==> config.mk <==
export PLATFORM = sky130hd
export DESIGN_NAME = sbsr_status_byte
export DESIGN_NICKNAME = d
export VERILOG_FILES = /design/src/logic/sbsr_event_reg.sv /design/src/logic/sbsr_status_byte.sv
export SDC_FILE = /design/constraint.sdc
export NUM_CORES = 1
export LEC_CHECK = 0
export BUFFER_PORTS_ARGS = -buffer_cell sky130_fd_sc_hd__clkbuf_2
export CORE_MARGIN = 2
export CORE_UTILIZATION = 50
export DETAILED_ROUTE_END_ITERATION = 6
export PLACE_DENSITY_LB_ADDON = 0.1
export SLEW_MARGIN = 20
export SYNTH_ARGS = -nofsm -noshare
export SYNTH_HDL_FRONTEND = slang
export SYNTH_SLANG_ARGS = --single-unit
export TNS_END_PERCENT = 100
==> constraint.sdc <==
create_clock -name clk -period 1.4 [get_ports clk]
set_input_delay 0.14 -clock clk [delete_from_list [all_inputs] [get_ports clk]]
set_output_delay 0.14 -clock clk [all_outputs]
set_load 0.02 [all_outputs]
==> src/logic/sbsr_event_reg.sv <==
// Package for the status byte block and its sticky event register leaf.
package sbsr_pkg;
   localparam int SBSR_STB_W = 8;
   localparam int SBSR_ESR_W = 8;
   localparam int SBSR_OPER_W = 16;
   localparam int SBSR_RSP_W = 16;
   // Bit positions inside the status byte.
   localparam int SBSR_EAV = 2;
   localparam int SBSR_MAV = 4;
   localparam int SBSR_ESB = 5;
   localparam int SBSR_MSS = 6;
   localparam int SBSR_OSB = 7;
   // Positions that may take part in a service request.
   localparam logic [7:0] SBSR_REQ_BITS = 8'hb4;
   // Positions without a function.
   localparam logic [7:0] SBSR_UNDEF_BITS = 8'h0b;
   localparam logic [7:0] SBSR_SRM_RST = 8'h00;
   localparam logic [7:0] SBSR_STB_RST = 8'h00;
   localparam logic [15:0] SBSR_RSP_RST = 16'h0000;
endpackage

`timescale 1ns/1ps

// Sticky event register with enable part and sum bit.
module sbsr_event_reg #(
   parameter int W = 8
) (
   // Clock and reset.
   input wire logic clk,
   input wire logic arst_n,
   // Event sources, one-cycle pulses or levels.
   input wire logic [W-1:0] set_ev,
   // Read of the event part, clears it.
   input wire logic rd_clr,
   // Enable part write.
   input wire logic en_wr,
   input wire logic [W-1:0] en_data,
   // State.
   output logic [W-1:0] event_q,
   output logic [W-1:0] enable_q,
   output logic sum
);
   logic [W-1:0] event_d;

   // clear on read
   // A set arriving with the read wins so no event is lost.
   assign event_d = (event_q & ~{W{rd_clr}}) | set_ev;
   assign sum = |(event_q & enable_q);

   always_ff @(posedge clk or negedge arst_n) begin
      if (!arst_n) begin
         event_q <= '0;
         enable_q <= '0;
      end else begin
         event_q <= event_d;
         if (en_wr) begin
            enable_q <= en_data;
         end
      end
   end
endmodule // sbsr_event_reg

==> src/logic/sbsr_status_byte.sv <==
// Status byte, service request mask and service request generation.
`timescale 1ns/1ps

////////////////////////////////////////////////////////////////////////////
module sbsr_status_byte (
   // Clock and reset.
   input wire logic clk,
   input wire logic arst_n,
   // Status sources.
   input wire logic err_entry,
   input wire logic err_nonempty,
   input wire logic msg_avail,
   input wire logic [sbsr_pkg::SBSR_ESR_W-1:0] esr_set,
   input wire logic [sbsr_pkg::SBSR_OPER_W-1:0] oper_set,
   // Mask commands.
   input wire logic srm_wr,
   input wire logic [sbsr_pkg::SBSR_STB_W-1:0] srm_data,
   input wire logic srm_rd,
   input wire logic ese_wr,
   input wire logic [sbsr_pkg::SBSR_ESR_W-1:0] ese_data,
   input wire logic oper_en_wr,
   input wire logic [sbsr_pkg::SBSR_OPER_W-1:0] oper_en_data,
   // Read commands.
   input wire logic stb_rd,
   input wire logic poll,
   input wire logic esr_rd,
   input wire logic oper_rd,
   // Answers and state.
   output logic rsp_valid_q,
   output logic [sbsr_pkg::SBSR_RSP_W-1:0] rsp_data_q,
   output logic [sbsr_pkg::SBSR_STB_W-1:0] status_byte_q,
   output logic [sbsr_pkg::SBSR_STB_W-1:0] service_request_mask_q,
   output logic srq_q
);
   import sbsr_pkg::*;

   // Keeps only positions allowed to request service.
   function automatic logic [7:0] sbsr_gate(input logic [7:0] v,
                                            input logic [7:0] m);
      sbsr_gate = v & m & SBSR_REQ_BITS;
   endfunction

   logic [SBSR_ESR_W-1:0] esr_ev;
   logic [SBSR_OPER_W-1:0] oper_ev;
   logic [SBSR_OPER_W-1:0] oper_en;
   logic esr_sum;
   logic oper_sum;
   logic [7:0] stb_base;
   logic [7:0] stb_w;
   logic [7:0] rise_w;
   logic mss_w;
   logic srq_set;
   logic srq_d;
   logic take_poll;
   logic take_stb;
   logic take_srm;
   logic take_esr;
   logic take_oper;
   logic rsp_valid_d;
   logic [SBSR_RSP_W-1:0] rsp_data_d;
   logic [7:0] stb_prev_q;

   ////////////////////////////////////////////////////////////////////////
   // lower registers cleared when read
   sbsr_event_reg #(.W(SBSR_ESR_W)) u_esr (
      .clk(clk),
      .arst_n(arst_n),
      .set_ev(esr_set),
      .rd_clr(take_esr),
      .en_wr(ese_wr),
      .en_data(ese_data),
      .event_q(esr_ev),
      .enable_q(),
      .sum(esr_sum)
   );

   sbsr_event_reg #(.W(SBSR_OPER_W)) u_oper (
      .clk(clk),
      .arst_n(arst_n),
      .set_ev(oper_set),
      .rd_clr(take_oper),
      .en_wr(oper_en_wr),
      .en_data(oper_en_data),
      .event_q(oper_ev),
      .enable_q(oper_en),
      .sum(oper_sum)
   );

   ////////////////////////////////////////////////////////////////////////
   // Status byte assembly.
   always_comb begin
      stb_base = SBSR_STB_RST;
      stb_base[SBSR_EAV] = err_nonempty | err_entry;
      stb_base[SBSR_MAV] = msg_avail;
      stb_base[SBSR_ESB] = esr_sum;
      stb_base[SBSR_OSB] = oper_sum;
   end

   assign mss_w = |sbsr_gate(stb_base, service_request_mask_q);
   assign stb_w = stb_base | ({7'h00, mss_w} << SBSR_MSS);

   // each error entry counts as a fresh rise
   // The mss bit is kept out so it cannot re-trigger itself.
   assign rise_w = (stb_w & ~stb_prev_q) | ({7'h00, err_entry} << SBSR_EAV);
   assign srq_set = |sbsr_gate(rise_w, service_request_mask_q);
   // A serial poll drops the request, but a new rise in the same cycle wins.
   assign srq_d = srq_set | (srq_q & ~poll);

   ////////////////////////////////////////////////////////////////////////
   // One read served per cycle, poll first; lower ones are dropped.
   assign take_poll = poll;
   assign take_stb = stb_rd & ~poll;
   assign take_srm = srm_rd & ~poll & ~stb_rd;
   assign take_esr = esr_rd & ~poll & ~stb_rd & ~srm_rd;
   assign take_oper = oper_rd & ~poll & ~stb_rd & ~srm_rd & ~esr_rd;
   assign rsp_valid_d = take_poll | take_stb | take_srm | take_esr
                        | take_oper;

   // query and poll give current byte
   always_comb begin
      rsp_data_d = SBSR_RSP_RST;
      if (take_poll || take_stb) begin
         rsp_data_d[7:0] = stb_w;
      end else if (take_srm) begin
         rsp_data_d[7:0] = service_request_mask_q;
      end else if (take_esr) begin
         rsp_data_d[7:0] = esr_ev;
      end else if (take_oper) begin
         rsp_data_d = oper_ev;
      end
   end

   always_ff @(posedge clk or negedge arst_n) begin
      if (!arst_n) begin
         stb_prev_q <= SBSR_STB_RST;
         status_byte_q <= SBSR_STB_RST;
         srq_q <= 1'b0;
         rsp_valid_q <= 1'b0;
         rsp_data_q <= SBSR_RSP_RST;
      end else begin
         stb_prev_q <= stb_w;
         status_byte_q <= stb_w;
         srq_q <= srq_d;
         rsp_valid_q <= rsp_valid_d;
         rsp_data_q <= rsp_data_d;
      end
   end

   always_ff @(posedge clk or negedge arst_n) begin
      if (!arst_n) begin
         service_request_mask_q <= SBSR_SRM_RST;
      end else if (srm_wr) begin
         service_request_mask_q <= srm_data;
      end
   end
endmodule // sbsr_status_byte

==> out/metrics.csv <==
metric,value,unit
status,"finished, violations left",
failing checks,negative setup slack,
initial antenna violation count,0,
"Clk Latency, worst-skew pair",0.34,ns
worst reg-to-reg setup slack,-0.03,ns
Starting Density,0.520,
DP Worst Slack,-0.132,ns
slowest CP cell,dfrtp_1,
# port buffers,99,
Hold Startpoint,srm_data[6],
Vias/cell,5.12,
Final Max Slew Viols,0,
maximum VDD drop,0.711,mV
clock sinks,79,
Via Count,2277,
H-tree levels,3,
unrepaired setup endpoints after global routing,true,
period utilisation layout,1.02,
crit-path cells,a22oi_2 > nand4_1 > a311oi_2 > o21ai_1,
sw frac,0.247,
CTS tree,yes,
largest family of logic cells by synthesized area,compound AO/OA/AOI/OAI gates,
share of cells above drive strength 1,0.478,
Post-synth top flop,dfrtp_1,
Synth Area in XOR/XNOR,0,
largest net degree at the start of global routing,32,
Netlist cell types,34,
vias in the first global route,2298,
asr flop ratio synth,1.00,
post-synthesis sequential area ratio,0.642,
post-synthesis register bit count,79,
pwr dens,1130,mW/mm2
Root Driver,clkbuf_8,
Worst Path Buf+Inv,0,
number of diodes,0,
1st-iter DRT viols,106,
Final WS setup,-0.0318,ns
yosys warns,0,
Comb pwr share,0.135,
fin nets,434,
Worst Hold Class,input port to flip-flop,
Tmin final,1.43,ns
Post-Syn Instances,220,
cell count of the worst hold path,2,
reg2reg path depth,4,
Worst Clk Skew,0.00875,ns
"area leader, netlist",dfrtp_1,
mux contribution to synthesized area,0.117,
"top cells by area, synth","dfrtp_1 64%, mux2_2 12%, a21o_1 5.9%",
# DRC,0,
Die ar.,0.00680,mm2
simple-gate portion of the synthesized area,0.0703,
Hold Fails Final Rpt,0,
Seq pwr share,0.523,
kind of critical path,flip-flop to flip-flop,
maximum root-to-sink buffer count,2,
die width,82.5,um
CP arrival,1.64,ns
P_leak,1.99,nW
"count leader, synth",dfrtp_1,
startpoint types,flip-flop,
# rows,28,
"EDFF count, synth",0,
WL final,6.98,mm
Required @ worst endpoint,1.61,ns
switching power,1.19,mW
core area,0.00592,mm2
cts bufs inserted,9,
CP Capture Type,flip-flop,
post-synthesis compound-gate area fraction,0.134,
Post-Synth Adder-Cell Area,0,
DP Wirelength,5.00,mm
internal power,3.63,mW
Critical Path Stages,4,
Mapped Area,0.00308,mm2
total track usage,0.228,
DR WL/cell,15.7,um
total congestion overflow,0,
FMAX,698,MHz
Max-Cap Viols,0,
TNS Setup,-0.0685,ns
Die Span Y,82.5,um
first-pass GRT wire length,11.2,mm
post-synth top area share,0.642,
Reg-to-Reg Start,u_esr.enable_q[0]$_DFFE_PN0P_,
RePlAce Congestion,0.811,
Avg Inst Size Synth,14.0,um2
cell family with most CP delay,compound AO/OA/AOI/OAI gates,
Final ANT Viol Nets,0,
clock slew at reported path FFs,0.08,ns
crit path max fanout,2,
Area Overhead vs Synth,38.5,%
end of the worst hold path,service_request_mask_q[6]$_DFFE_PN0P_,
"Largest stage delay, worst path",0.39,ns
DRT Pass-1 Iters,4,
Post-synth top cells,"79 x dfrtp_1, 32 x mux2_2, 24 x a21o_1",
I/O Pins,103,
clock share of power,0.342,
Critical R2R Capture,srq_q$_DFF_PN0_,
Final setup violation count,3,
==> area by class of cell <==
type / count / area [um2]
clock buffer: 12 / 145
multi-input combinational: 124 / 1040
timing repair buffer: 145 / 933
inverter: 6 / 22.5
sequential: 79 / 1980
clock inverter: 4 / 45.0
tap: 75 / 93.8
fill: 433 / 1660
==> cells by family after synthesis <==
| family | Yosys count |
|---|---|
| buf+inv | 19 |
| other cells | 1 |
| mux | 32 |
| flops | 79 |
| compound gates | 54 |
| simple gates | 35 |
==> routing by layer <==
| metal | part of all wire | track usage | routed length [um] | vias to the layer above |
|---|---|---|---|---|
| met5 | 0 | 0 | 0 | - |
| met4 | 0.014 | 0.0833 | 98 | 0 |
| met3 | 0.054 | 0.0620 | 374 | 10 |
| li1 | - | - | - | 1084 |
| met1 | 0.44 | 0.302 | 3090 | 1105 |
| met2 | 0.49 | 0.363 | 3410 | 78 |
==> through the flow <==
| stage | power (mW) | instances | cell area, um2 | util | hold WS, ns |
|---|---|---|---|---|---|
| after CTS | 4.85 | 445 | 4250 | 0.719 | 0.0134 |
| final | 4.82 | 445 | 4260 | 0.720 | 0.0259 |
| after global routing | 5.03 | 445 | 4260 | 0.720 | 0.00568 |
| after floorplan | 2.85 | 222 | 3090 | - | -0.156 |
| after global placement | 3.12 | 402 | 3760 | 0.635 | 0.0628 |
| after detailed placement | 3.14 | 402 | 3760 | 0.635 | 0.0668 |
==> worst max path at each step <==
| stage | from | to |
|---|---|---|
| floorplan | u_oper.enable_q[0]$_DFFE_PN0P_ | srq_q$_DFF_PN0_ |
| global placement | u_oper.enable_q[1]$_DFFE_PN0P_ | srq_q$_DFF_PN0_ |
| detailed placement | u_esr.enable_q[0]$_DFFE_PN0P_ | srq_q$_DFF_PN0_ |
| CTS | u_esr.event_q[2]$_DFF_PN0_ | srq_q$_DFF_PN0_ |
| global route | u_oper.event_q[4]$_DFF_PN0_ | rsp_data_q[6]$_DFF_PN0_ |
| finish | u_esr.enable_q[0]$_DFFE_PN0P_ | srq_q$_DFF_PN0_ |
==> worst register-to-register path, cell delays in order (launching register included) <==
cell and delay, ns:
dfrtp_1 0.39, a22oi_2 0.20, nand4_1 0.23, a311oi_2 0.37, o21ai_1 0.11
==> layout by cell type, fill, tap and decap left out, types with 2 or more instances in the layout <==
cell / Yosys / routed
clkbuf_1: 5 / 2
nand4_1: 3 / 3
a21o_1: 24 / 24
buf_4: 3 / 19
a221oi_2: 0 / 4
dfrtp_1: 79 / 79
nor2b_1: 4 / 4
clkbuf_8: 0 / 10
a221oi_1: 8 / 4
a21oi_1: 2 / 2
a22oi_1: 4 / 2
inv_1: 6 / 6
a22o_1: 4 / 4
buf_12: 0 / 2
clkbuf_2: 0 / 98
dlygate4sd3_1: 0 / 26
conb_1: 1 / 3
mux2_2: 32 / 32
nand2_1: 8 / 7
nand3b_1: 3 / 3
and2_1: 9 / 9
clkinv_2: 0 / 3
a222oi_1: 3 / 3
o21ai_1: 3 / 4
a22oi_2: 0 / 2
==> power groups by stage <==
| stage | clock network [mW] | logic (mW) | registers, mW |
|---|---|---|---|
| 2_1_floorplan | 0 | 0.246 | 2.60 |
| 4_1_cts | 1.67 | 0.657 | 2.51 |
| 6_report | 1.65 | 0.652 | 2.52 |
| 5_1_grt | 1.78 | 0.716 | 2.54 |
| 3_3_place_gp | 0 | 0.575 | 2.55 |
| 3_5_place_dp | 0 | 0.586 | 2.55 |
==> registers in the layout (all words and copies together), names as in the netlist <==
name                    count
rsp_valid_q                 1
stb_prev_q                  5
service_request_mask_q      8
srq_q                       1
u_oper.enable_q            16
u_esr.enable_q              8
u_esr.event_q               8
u_oper.event_q             16
rsp_data_q                 16
==> repair_timing <==
item,4_1_cts,5_1_grt
hold endpoints to repair,47,0
pin swaps,6,5
endpoints found under the setup margin,4,4
resized for setup,7,2
setup buffers,1,0
hold buffers,26,0
Note: power is estimated with default switching activity, not from simulation.
